## config.mk

```make
export PLATFORM = sky130hd
export DESIGN_NAME = adcseq_core
export DESIGN_NICKNAME = d
export VERILOG_FILES = /design/src/adcseq_pkg.sv /design/src/adcseq_core.sv /design/src/adcseq_timer.sv
export SDC_FILE = /design/constraint.sdc
export NUM_CORES = 1
export LEC_CHECK = 0
export ABC_AREA = 1
export BUFFER_PORTS_ARGS = -buffer_cell sky130_fd_sc_hd__buf_2
export CAP_MARGIN = 0
export CORE_ASPECT_RATIO = 0.9
export CORE_MARGIN = 2
export CORE_UTILIZATION = 58
export CTS_CLUSTER_DIAMETER = 50
export CTS_CLUSTER_SIZE = 28
export DETAILED_ROUTE_END_ITERATION = 10
export GPL_TIMING_DRIVEN = 0
export PLACE_DENSITY = 0.84
export SLEW_MARGIN = 10
export SYNTH_ARGS = -nofsm -noshare
export SYNTH_HDL_FRONTEND = slang
export SYNTH_SLANG_ARGS = --single-unit
```

## constraint.sdc

```tcl
create_clock -name clk -period 4.2 [get_ports clk]
set_clock_uncertainty 0.1 [all_clocks]
set_input_delay 0.42 -clock clk [delete_from_list [all_inputs] [get_ports clk]]
set_output_delay 0.42 -clock clk [all_outputs]
set_load 0.02 [all_outputs]
```

## src/adcseq_pkg.sv

```systemverilog
package adcseq_pkg;
   localparam int ADCSEQ_RES_BITS = 10;
   localparam int ADCSEQ_NUM_CH = 12;
   localparam logic [3:0] ADCSEQ_CH_MAX = 4'hB;
   localparam int ADCSEQ_MODE_RUN_BIT = 7;
   localparam int ADCSEQ_MODE_TRIG_BIT = 6;
   localparam int ADCSEQ_MODE_EDGE_HI_BIT = 3;
   localparam int ADCSEQ_MODE_EDGE_LO_BIT = 2;
   localparam int ADCSEQ_MODE_CMPOFF_BIT = 0;
   localparam logic [7:0] ADCSEQ_MODE_RESET = 8'h00;
   localparam logic [3:0] ADCSEQ_CHSEL_RESET = 4'h0;
   localparam logic [9:0] ADCSEQ_RESULT_RESET = 10'h000;
   localparam logic [9:0] ADCSEQ_SAR_MSB = 10'h200;
   localparam logic [1:0] ADCSEQ_EDGE_NONE = 2'h0;
   localparam logic [1:0] ADCSEQ_EDGE_FALL = 2'h1;
   localparam logic [1:0] ADCSEQ_EDGE_RISE = 2'h2;
   localparam logic [1:0] ADCSEQ_EDGE_BOTH = 2'h3;
   localparam int ADCSEQ_CLK_MHZ = 25;
   localparam int ADCSEQ_BIT_TIME_NS = 400;
   localparam int ADCSEQ_BIT_CYC = (ADCSEQ_BIT_TIME_NS * ADCSEQ_CLK_MHZ) / 1000;
   localparam int ADCSEQ_STAB_TIME_NS = 3000;
   localparam int ADCSEQ_STAB_CYC = (ADCSEQ_STAB_TIME_NS * ADCSEQ_CLK_MHZ) / 1000;
   localparam logic [7:0] ADCSEQ_BIT_CNT = 8'(ADCSEQ_BIT_CYC - 1);
   localparam logic [7:0] ADCSEQ_STAB_CNT = 8'(ADCSEQ_STAB_CYC);
   typedef enum logic [1:0] {
      ADCSEQ_IDLE = 2'b00,
      ADCSEQ_WAIT = 2'b01,
      ADCSEQ_STAB = 2'b10,
      ADCSEQ_CONV = 2'b11
   } adcseq_state_t;
endpackage

```

## src/adcseq_core.sv

```systemverilog
`timescale 1ns/10ps
// Overview of operation
// - run bit keeps software-mode conversions repeating
// - mode or channel write restarts conversion
// - reset clears result register
// - code is rounded vin over vref
// - one channel converted; pin or software start
// - trigger on rise, fall or both
// - result stored with done request together
// - trigger mode waits for valid edge
// - trigger mode: one conversion per edge
// - trigger mode write aborts, waits edge
// - write with run clear stops
// - software mode starts immediately
// - software mode repeats same channel
// - channel rewrite restarts new channel
// - halt in idle/stop, run in halt
// - result read wins over result write
// - trigger edges ignored while converting
// - write on the done cycle may corrupt
// - channel change keeps done flag
// - ten-bit approximation from msb
// - edge field: none, fall, rise, both
// - stabilization only when comparator off
module adcseq_core
   import adcseq_pkg::*;
(
   input wire logic clk,
   input wire logic rst_n,
   input wire logic mode_wr,
   input wire logic [7:0] mode_wdata,
   input wire logic chsel_wr,
   input wire logic [3:0] chsel_wdata,
   input wire logic ref_wr,
   input wire logic ref_wdata,
   input wire logic result_rd,
   input wire logic flag_clr,
   input wire logic irq_ack,
   input wire logic standby_stop,
   input wire logic ext_trigger_pin,
   input wire logic comp_gt,
   output logic [7:0] conv_mode_reg,
   output logic [3:0] channel_select_reg,
   output logic [9:0] conv_result_reg,
   output logic conv_done_flag,
   output logic conv_done_irq,
   output logic conv_busy,
   output logic [9:0] dac_code,
   output logic [3:0] analog_mux_sel,
   output logic sample_hold,
   output logic comparator_off,
   output logic ref_switch_connect
);
   adcseq_state_t st_q, st_d;
   logic [7:0] mode_q, mode_d;
   logic [3:0] ch_q, ch_d;
   logic [9:0] sar_q, sar_d;
   logic [9:0] bit_q, bit_d;
   logic [9:0] res_q, res_d;
   logic [9:0] pend_q, pend_d;
   logic pend_v_q, pend_v_d;
   logic flag_q, flag_d;
   logic irq_d;
   logic trig_q, ref_q, ref_d;
   logic tmr_restart, tick;
   logic [7:0] tmr_load;
   logic run, hw_trigger_select, edge_hit, done, wr_any;
   logic [1:0] edge_sel;

   // trig_q resets low like the idle pin, so no false edge after reset
   function automatic logic edge_match(input logic [1:0] sel,
                                       input logic prev, input logic cur);
      case (sel)
         ADCSEQ_EDGE_FALL: edge_match = prev & ~cur;
         ADCSEQ_EDGE_RISE: edge_match = ~prev & cur;
         ADCSEQ_EDGE_BOTH: edge_match = prev ^ cur;
         default: edge_match = 1'b0;
      endcase
   endfunction

   assign run = mode_q[ADCSEQ_MODE_RUN_BIT];
   assign hw_trigger_select = mode_q[ADCSEQ_MODE_TRIG_BIT];
   assign edge_sel = {mode_q[ADCSEQ_MODE_EDGE_HI_BIT],
                      mode_q[ADCSEQ_MODE_EDGE_LO_BIT]};
   assign edge_hit = edge_match(edge_sel, trig_q, ext_trigger_pin);
   assign wr_any = mode_wr | chsel_wr;
   assign done = (st_q == ADCSEQ_CONV) && tick && bit_q[0] && !standby_stop;

   adcseq_timer u_timer (
      .clk(clk),
      .rst_n(rst_n),
      .restart(tmr_restart),
      .load_val(tmr_load),
      .run((st_q == ADCSEQ_STAB || st_q == ADCSEQ_CONV) && !standby_stop),
      .tick(tick)
   );

   // the start decision after writes uses the newly written mode value
   always_comb begin
      st_d = st_q;
      mode_d = mode_wr ? mode_wdata : mode_q;
      ch_d = chsel_wr ? chsel_wdata : ch_q;
      ref_d = ref_wr ? ref_wdata : ref_q;
      sar_d = sar_q;
      bit_d = bit_q;
      tmr_restart = 1'b0;
      tmr_load = ADCSEQ_BIT_CNT;
      // a write on the done cycle may latch a partial code; accepted
      if (wr_any) begin
         if (!mode_d[ADCSEQ_MODE_RUN_BIT]) begin
            st_d = ADCSEQ_IDLE;
         end else if (mode_d[ADCSEQ_MODE_TRIG_BIT]) begin
            st_d = ADCSEQ_WAIT;
         end else begin
            st_d = ADCSEQ_STAB;
         end
      end else if (!standby_stop) begin
         case (st_q)
            ADCSEQ_IDLE: begin
               if (run) begin
                  st_d = hw_trigger_select ? ADCSEQ_WAIT : ADCSEQ_STAB;
               end
            end
            ADCSEQ_WAIT: begin
               if (edge_hit) begin
                  st_d = ADCSEQ_STAB;
               end
            end
            ADCSEQ_STAB: begin
               st_d = ADCSEQ_STAB;
            end
            ADCSEQ_CONV: begin
               if (tick) begin
                  if (!comp_gt) begin
                     sar_d = sar_q & ~bit_q;
                  end
                  bit_d = bit_q >> 1;
                  sar_d = sar_d | (bit_q >> 1);
                  if (bit_q[0]) begin
                     st_d = hw_trigger_select ? ADCSEQ_WAIT : ADCSEQ_STAB;
                  end
               end
            end
            default: st_d = ADCSEQ_IDLE;
         endcase
      end
      // entering a conversion: load timer with optional stabilization
      if (st_d == ADCSEQ_STAB && st_q != ADCSEQ_STAB || (wr_any &&
          st_d == ADCSEQ_STAB)) begin
         tmr_restart = 1'b1;
         tmr_load = mode_d[ADCSEQ_MODE_CMPOFF_BIT] ? ADCSEQ_STAB_CNT
                                                   : 8'h00;
      end
      if (st_q == ADCSEQ_STAB && tick && !wr_any && !standby_stop) begin
         st_d = ADCSEQ_CONV;
         sar_d = ADCSEQ_SAR_MSB;
         bit_d = ADCSEQ_SAR_MSB;
      end
   end

   // result path: a read in the same cycle holds the write one cycle
   always_comb begin
      res_d = res_q;
      pend_d = pend_q;
      pend_v_d = pend_v_q;
      flag_d = flag_q;
      irq_d = 1'b0;
      if (flag_clr || irq_ack) begin
         flag_d = 1'b0;
      end
      if (done) begin
         flag_d = 1'b1;
         irq_d = 1'b1;
         if (result_rd) begin
            pend_d = sar_d;
            pend_v_d = 1'b1;
         end else begin
            res_d = sar_d;
         end
      end else if (pend_v_q) begin
         res_d = pend_q;
         pend_v_d = 1'b0;
      end
   end

   always_ff @(posedge clk) begin
      if (!rst_n) begin
         st_q <= ADCSEQ_IDLE;
         mode_q <= ADCSEQ_MODE_RESET;
         ch_q <= ADCSEQ_CHSEL_RESET;
         ref_q <= 1'b0;
         sar_q <= 10'h000;
         bit_q <= 10'h000;
         res_q <= ADCSEQ_RESULT_RESET;
         pend_q <= 10'h000;
         pend_v_q <= 1'b0;
         flag_q <= 1'b0;
         trig_q <= 1'b0;
      end else begin
         st_q <= st_d;
         mode_q <= mode_d;
         ch_q <= ch_d;
         ref_q <= ref_d;
         sar_q <= sar_d;
         bit_q <= bit_d;
         res_q <= res_d;
         pend_q <= pend_d;
         pend_v_q <= pend_v_d;
         flag_q <= flag_d;
         trig_q <= ext_trigger_pin;
      end
   end

   // outputs registered copies; mux follows the latched channel, 0 if beyond ADCSEQ_CH_MAX
   always_ff @(posedge clk) begin
      if (!rst_n) begin
         conv_mode_reg <= ADCSEQ_MODE_RESET;
         channel_select_reg <= ADCSEQ_CHSEL_RESET;
         conv_result_reg <= ADCSEQ_RESULT_RESET;
         conv_done_flag <= 1'b0;
         conv_done_irq <= 1'b0;
         conv_busy <= 1'b0;
         dac_code <= 10'h000;
         analog_mux_sel <= 4'h0;
         sample_hold <= 1'b0;
         comparator_off <= 1'b0;
         ref_switch_connect <= 1'b0;
      end else begin
         conv_mode_reg <= mode_d;
         channel_select_reg <= ch_d;
         conv_result_reg <= res_d;
         conv_done_flag <= flag_d;
         conv_done_irq <= irq_d;
         conv_busy <= (st_d == ADCSEQ_STAB) || (st_d == ADCSEQ_CONV);
         dac_code <= sar_d;
         analog_mux_sel <= (ch_d > ADCSEQ_CH_MAX) ? 4'h0 : ch_d;
         sample_hold <= (st_d == ADCSEQ_CONV);
         comparator_off <= mode_d[ADCSEQ_MODE_CMPOFF_BIT] &&
                           !mode_d[ADCSEQ_MODE_RUN_BIT];
         ref_switch_connect <= ref_d;
      end
   end

   // a read or write is assumed to take effect on its own strobe cycle
   run_stops_a: assert property (@(posedge clk) disable iff (!rst_n)
      mode_wr && !mode_wdata[ADCSEQ_MODE_RUN_BIT] |=> !conv_busy)
      else $error("conversion kept running after run cleared");
   sw_start_a: assert property (@(posedge clk) disable iff (!rst_n)
      mode_wr && mode_wdata[ADCSEQ_MODE_RUN_BIT] &&
      !mode_wdata[ADCSEQ_MODE_TRIG_BIT] |=> conv_busy)
      else $error("software start did not begin");
   hw_abort_a: assert property (@(posedge clk) disable iff (!rst_n)
      mode_wr && mode_wdata[ADCSEQ_MODE_RUN_BIT] &&
      mode_wdata[ADCSEQ_MODE_TRIG_BIT] |=> !conv_busy)
      else $error("trigger-mode write did not abort");
   done_pair_a: assert property (@(posedge clk) disable iff (!rst_n)
      conv_done_irq |-> conv_done_flag)
      else $error("done request without flag");
   flag_hold_a: assert property (@(posedge clk) disable iff (!rst_n)
      conv_done_flag && !flag_clr && !irq_ack |=> conv_done_flag)
      else $error("done flag dropped without clear");
   chsel_flag_a: assert property (@(posedge clk) disable iff (!rst_n)
      chsel_wr && flag_q && !flag_clr && !irq_ack |=> conv_done_flag)
      else $error("channel write cleared done flag");
   read_first_a: assert property (@(posedge clk) disable iff (!rst_n)
      done && result_rd |=> $stable(res_q) ##1 (res_q == $past(sar_d, 2)))
      else $error("result write not deferred behind read");
   standby_hold_a: assert property (@(posedge clk) disable iff (!rst_n)
      standby_stop && !wr_any |=> $stable(sar_q))
      else $error("converter advanced in standby");
   hw_once_a: assert property (@(posedge clk) disable iff (!rst_n)
      done && hw_trigger_select && !wr_any |=> st_q == ADCSEQ_WAIT)
      else $error("trigger mode did not wait after conversion");
   res_stable_a: assert property (@(posedge clk) disable iff (!rst_n)
      !done && !pend_v_q |=> $stable(res_q))
      else $error("result changed without completion");
   sar_msb_a: assert property (@(posedge clk) disable iff (!rst_n)
      st_q == ADCSEQ_STAB && tick && !wr_any && !standby_stop
      |=> sar_q == ADCSEQ_SAR_MSB)
      else $error("approximation did not start at msb");
   wait_hold_a: assert property (@(posedge clk) disable iff (!rst_n)
      st_q == ADCSEQ_WAIT && !edge_hit && !wr_any |=> st_q == ADCSEQ_WAIT)
      else $error("left trigger wait without an edge");
   conv_hold_a: assert property (@(posedge clk) disable iff (!rst_n)
      st_q == ADCSEQ_CONV && !tick && !wr_any |=> st_q == ADCSEQ_CONV)
      else $error("conversion disturbed between bit steps");
   mux_range_a: assert property (@(posedge clk) disable iff (!rst_n)
      analog_mux_sel <= ADCSEQ_CH_MAX)
      else $error("mux select beyond last channel");
   sw_done_c: cover property (@(posedge clk) disable iff (!rst_n)
      done && !hw_trigger_select);
   hw_done_c: cover property (@(posedge clk) disable iff (!rst_n)
      done && hw_trigger_select);
   rd_clash_c: cover property (@(posedge clk) disable iff (!rst_n)
      done && result_rd);
   abort_c: cover property (@(posedge clk) disable iff (!rst_n)
      mode_wr && conv_busy && mode_wdata[ADCSEQ_MODE_TRIG_BIT]);
   standby_c: cover property (@(posedge clk) disable iff (!rst_n)
      standby_stop && st_q == ADCSEQ_CONV);
endmodule // adcseq_core

```

## src/adcseq_timer.sv

```systemverilog
`timescale 1ns/10ps
module adcseq_timer
   import adcseq_pkg::*;
(
   input wire logic clk,
   input wire logic rst_n,
   input wire logic restart,
   input wire logic [7:0] load_val,
   input wire logic run,
   output logic tick
);
   logic [7:0] cnt_q, cnt_d;
   logic tick_d;
   always_comb begin
      cnt_d = cnt_q;
      tick_d = 1'b0;
      if (restart) begin
         cnt_d = load_val;
      end else if (run) begin
         if (cnt_q == 8'h00) begin
            tick_d = 1'b1;
            cnt_d = ADCSEQ_BIT_CNT;
         end else begin
            cnt_d = cnt_q - 8'h01;
         end
      end
   end
   always_ff @(posedge clk) begin
      if (!rst_n) begin
         cnt_q <= 8'h00;
         tick <= 1'b0;
      end else begin
         cnt_q <= cnt_d;
         tick <= tick_d;
      end
   end
endmodule // adcseq_timer

```

## After elaboration in Yosys (flattened, before gate mapping)

Index checks and enable logic that the tools add are counted.

- Bits of input ports: 24
- Logic and storage cells: 122
- Output and inout bits: 42
- Register bits: 75

- Eq/ne operators: 13
- Reduce and logical (&&, ||, !) cells: 32
- $lt $le $gt $ge: 1
- Bitwise logic cells: 13
- Muxes and demuxes: 42
- Add/subtract/negate cells: 1

Operators with widths:

| cell | number |
|---|---|
| two-way mux 10 bit | 18 |
| two-way mux 8 bit | 4 |
| two-way mux 2 bit | 10 |
| equality test 2 bit (second input constant) | 7 |
| two-way mux 7 bit | 2 |
| bitwise AND 10 bit | 1 |
| logical AND 1 bit | 10 |
| inverter 10 bit | 1 |
| OR 10 x 9 -> 10 bit | 1 |
| nonzero test 2 bit | 5 |
| zero test 8 bit | 1 |
| case mux 2 bit (4 select lines) | 1 |
| AND reduction 4 bit | 2 |
| subtractor 8 x 1 -> 8 bit (second input constant) | 1 |
| inverter 1 bit | 6 |
| AND reduction 2 bit | 3 |
| two-way mux 1 bit | 5 |
| equality test 2 x 1 -> 1 bit (second input constant) | 2 |
| greater-than comparator 4 bit (second input constant) | 1 |
| logical OR 1 bit | 4 |
| two-way mux 4 bit | 1 |
| inequality test 2 x 1 -> 1 bit (second input constant) | 2 |
| inequality test 2 bit (second input constant) | 2 |
| OR reduction 2 bit | 2 |
| 7 further kinds | 10 |

## Longest topological paths before layout

- Depth in word-level cells: 15
- Mapped depth: 14
- Gate-level depth less buffers: 14

## Cells and area by module

Synthesis repeated with hierarchy kept, for this count alone.

- Cell total of the unflattened synthesis: 479
- Area total of the unflattened synthesis: 3388.2 um^2

Modules (own cells, without submodules):

| module | times used | seq. area each (um^2) | cells an instance | area each (um^2) |
|---|---|---|---|---|
| adcseq_core | 1 | 1301.2 | 403 | 2836.5 |
| adcseq_timer | 1 | 180.2 | 76 | 551.8 |

## Worst setup path before layout

Ideal clock, no wire load.

- Path type: input to register
- Start: input port ext_trigger_pin
- End: register u_timer.cnt_q[0]
- Library setup time: 128 ps
- Arrival time: 1534 ps
- Path slack: 2439 ps
- Data required time: 3972 ps
- Buffers on the path: 0
- Stages: 13
- Cells stage by stage: inv_1 -> ha_1 -> inv_1 -> nand3_1 -> nand3_1 -> nand2_1 -> nand2_1 -> a21oi_4 -> inv_2 -> nand3_2 -> nand2_1 -> nor2_1 -> nor2_1

- Cells in the longest elaborated chain, start to end: 12
- Elaborated cells on any way between the ends: 17
- Classes of those cells: 1 x eq/ne; 8 x mux; 4 x bitwise; 4 x reduce/logical

RTL lines:

| what | RTL line | text |
|---|---|---|
| start: declaration | adcseq_core.sv:40 | `input wire logic ext_trigger_pin,` |
| inverter 1 bit | adcseq_core.sv:74 | `ADCSEQ_EDGE_FALL: edge_match = prev & ~cur;` |
| bitwise AND 1 bit | adcseq_core.sv:74 |  |
| case mux 1 bit (3 select lines) (*) | adcseq_core.sv:73 | `case (sel)` |
| two-way mux 2 bit (*) | adcseq_core.sv:125 | `if (edge_hit) begin` |
| case mux 2 bit (4 select lines) (*) | adcseq_core.sv:118 | `case (st_q)` |
| two-way mux 2 bit (*) | adcseq_core.sv:117 | `end else if (!standby_stop) begin` |
| two-way mux 2 bit (*) | adcseq_core.sv:109 | `if (wr_any) begin` |
| equality test 2 bit (*) | adcseq_core.sv:148, adcseq_core.sv:149 |  |
| logical AND 1 bit | adcseq_core.sv:148 | `if (st_d == ADCSEQ_STAB && st_q != ADCSEQ_STAB \|\| (wr_any &&` |
| logical OR 1 bit (*) | adcseq_core.sv:148 |  |
| two-way mux 7 bit or two-way mux 1 bit (tied branches) | adcseq_core.sv:148 |  |
| two-way mux 8 bit or nonzero test 2 bit (tied branches) | - |  |
| end signal: assignment | adcseq_timer.sv:33 | `cnt_q <= cnt_d;` |
| end: declaration | adcseq_timer.sv:12 | `logic [7:0] cnt_q, cnt_d;` |

Every way passes the cells marked *; elsewhere a longest branch is shown, timed or not.
A chain may end at the register's enable or synchronous reset.

## Worst setup path after layout

- Start: register st_q[1]
- End: register pend_q[7]

- Cells in the longest elaborated chain, start to end: 5
- Elaborated cells on any way between the ends: 13
- Classes of those cells: 2 x eq/ne; 4 x mux; 7 x reduce/logical

RTL lines:

| what | RTL line | text |
|---|---|---|
| start: declaration | adcseq_core.sv:54 | `adcseq_state_t st_q, st_d;` |
| start signal: assignment | adcseq_core.sv:200 | `st_q <= st_d;` |
| equality test 2 bit, on equally long branches | adcseq_core.sv:87, adcseq_core.sv:118, adcseq_core.sv:154 |  |
| two-way mux 10 bit (tied with other cells) | adcseq_core.sv:118 |  |
| two-way mux 10 bit (tied with other cells) | adcseq_core.sv:117 |  |
| two-way mux 10 bit (tied with other cells) | adcseq_core.sv:109 |  |
| two-way mux 10 bit or AND reduction 2 bit (tied branches) | - |  |
| end signal: assignment | adcseq_core.sv:207 | `pend_q <= pend_d;` |
| end: declaration | adcseq_core.sv:60 | `logic [9:0] pend_q, pend_d;` |

Parallel ways exist; a longest one is shown, timed or not.

==> reports/metrics.csv <==
metric,value,unit
status,"complete, no violations",
clkTransAtPathRegs,0.08,ns
post-cts-setup-buffer-count,0,
fillers,421,
die_area,0.00611,sq mm
hold_path.class,primary input to register,
place.gp.congestion,0.915,
ys_ff_latch,75,
top_layer_used,met4,
final_cell_mix,"nand2_1, dfxtp_1, buf_2, nor2_1, o21ai_0",
worst_slew_pin_slew,0.517,ns
crit_type,register to register,
rsz0062_at_grt,false,
wl_met3,387,um
drive_gt1_frac,0.230,
port_buffers,63,
finalCritPeriodShare,0.444,
wl_met2,3.70,mm
async_reset_ff_frac,0,
max_stage_delay,0.43,ns
cts_resized,0,
hold_viol,0,
hpwl,5.35,mm
crit_family,simple AND/OR/NAND/NOR gates,
synth_seq_area_share,0.471,
slowest_stage,dfxtp_1,
vias_per_cell,5.28,
synth_flop_cell,dfxtp_1,
maxSlewHeadroom,0.654,
antenna_found_initial,0,
die_y,74.4,um
avgSynthCellArea,7.56,sq um
cts_num_sinks,75,
power.density,381,mW/mm^2
whs,0.152,ns
clkLatencyLatePin,0.35,ns
coreArea,0.00529,sq mm
critical_path_required,4.33,ns
hold_buffers,0,
drt_wl_total,7.49,mm
wl_per_cell,13.2,um
fin_crit,1.86,ns
postLayoutCoreUtil,0.717,
row_count,25,
htreeDepth,3,
worstPathArrival,1.99,ns
synth_nets,450,
power.total,1.44,mW
via_count,2994,
drt-met1-wl,3.27,mm
setup_viol,0,
grt_start_max_net_pins,13,
drtIter0Drc,163,
ant_nets,0,
grt_overflow,0,
yosysWarnings,0,
n_antenna_cell,0,
syn_inst,422,
critPathBufInv,3,
max_freq,537,MHz
setup_tns,0,ns
drv_cap,0,
tritoncts,yes,
p_leak,1.90,nW
crit_chain,"inv_1, nor2_1, nand2_2, nor3_2, inv_2, buf_2, nand2_1, a21oi_1",
clk_path_buf_depth,2,
layout_commonest_cell,nand2_1,
grt_pass1_wl,12.6,mm
final_nets,524,
cts_buffers,9,
ys_types,36,
start_kind,register,
synth_area,0.00319,sq mm
slew_violations,0,
num_io_pins,66,
synth-edff-count,0,
dr.pass1.iters,5,
die_w,82.2,um
cp_max_fo,10,
drc_errors,0,
clockRootBuffer,clkbuf_8,
syn_to_final_growth,18.8,%
gr-usage-all-layers,0.274,
start_util,0.603,
vdd_drop_max,0.295,mV
grt_pass1_vias,2886,
endpoint_kind,register,
-- worst reg2reg max path: stages, from the launching register on --
cell	delay [ns]
dfxtp_1	0.43
inv_1	0.10
nor2_1	0.19
nand2_2	0.11
nor3_2	0.33
inv_2	0.09
buf_2	0.20
nand2_1	0.13
a21oi_1	0.07
-- cell usage after synthesis, types with 2 or more instances --
cell	count	area [sq um]
nand3_2	4	40.0
ha_1	4	50.1
buf_2	4	20.0
nand2_1	77	289
o21ai_0	41	205
nor3_1	3	15.0
xor2_1	4	35.0
buf_1	4	15.0
nand2_2	6	37.5
a21oi_1	40	200
inv_2	8	30.0
nor2_1	63	236
nand3_1	20	100
dfxtp_1	75	1500
o21ai_2	2	17.5
clkbuf_1	4	15.0
o21a_1	2	15.0
nand4_1	4	25.0
buf_6	2	22.5
mux2i_1	4	40.0
o31ai_1	2	15.0
inv_1	35	131
-- cell families (layout without fill, tap and decap cells) --
logic type / Yosys count / count (layout) / share of synthesized area
AND/OR/NAND/NOR: 183 / 183 / 0.254
AO/OA/AOI/OAI: 92 / 92 / 0.158
flip-flops: 75 / 75 / 0.471
buffers and inverters: 60 / 138 / 0.0777
adder cells (fa/ha/maj): 4 / 4 / 0.0157
XOR/XNOR: 4 / 4 / 0.0110
multiplexers: 4 / 4 / 0.0126
-- through the flow --
stage | std cells | cell area [sq um] | setup WS [ns]
after floorplan | 422 | 3190 | 2.44
final | 567 | 3790 | 2.34
after global placement | 552 | 3590 | 2.18
after CTS | 567 | 3790 | 2.36
after global routing | 567 | 3790 | 2.17
after detailed placement | 552 | 3590 | 2.13
-- area by class of cell --
| type | instances | area (sq um) | share of cell area |
|---|---|---|---|
| flip-flops and latches | 75 | 1500 | 0.396 |
| multi-input cells | 287 | 1440 | 0.380 |
| repair buffers | 63 | 315 | 0.0832 |
| inverters | 45 | 170 | 0.0449 |
| clock buffers | 11 | 151 | 0.0399 |
| well taps | 67 | 83.8 | 0.0221 |
| plain buffers | 15 | 77.6 | 0.0205 |
| clock inverters | 4 | 50.0 | 0.0132 |
-- final timing paths --
check	start	end	slack (ns)	depth (start not counted)
hold reg to reg	bit_q[9]	bit_q[9]	0.37	2
setup / recovery	st_q[1]	pend_q[7]	2.34	8
hold / removal	ref_wr	ref_switch_connect	0.15	2
setup reg to reg	st_q[1]	pend_q[7]	2.34	8
-- routing by layer --
metal,vias up,global-route usage
met5,-,0
met4,0,0.111
met3,12,0.0898
met2,83,0.465
met1,1385,0.321
li1,1514,-
-- report_power, final --
group	total, mW	switching (mW)	internal (mW)
registers	0.739	0.0108	0.728
logic	0.142	0.0933	0.0490
clock network	0.562	0.260	0.302
total	1.44	0.364	1.08
(Power assumes the default switching activity.)
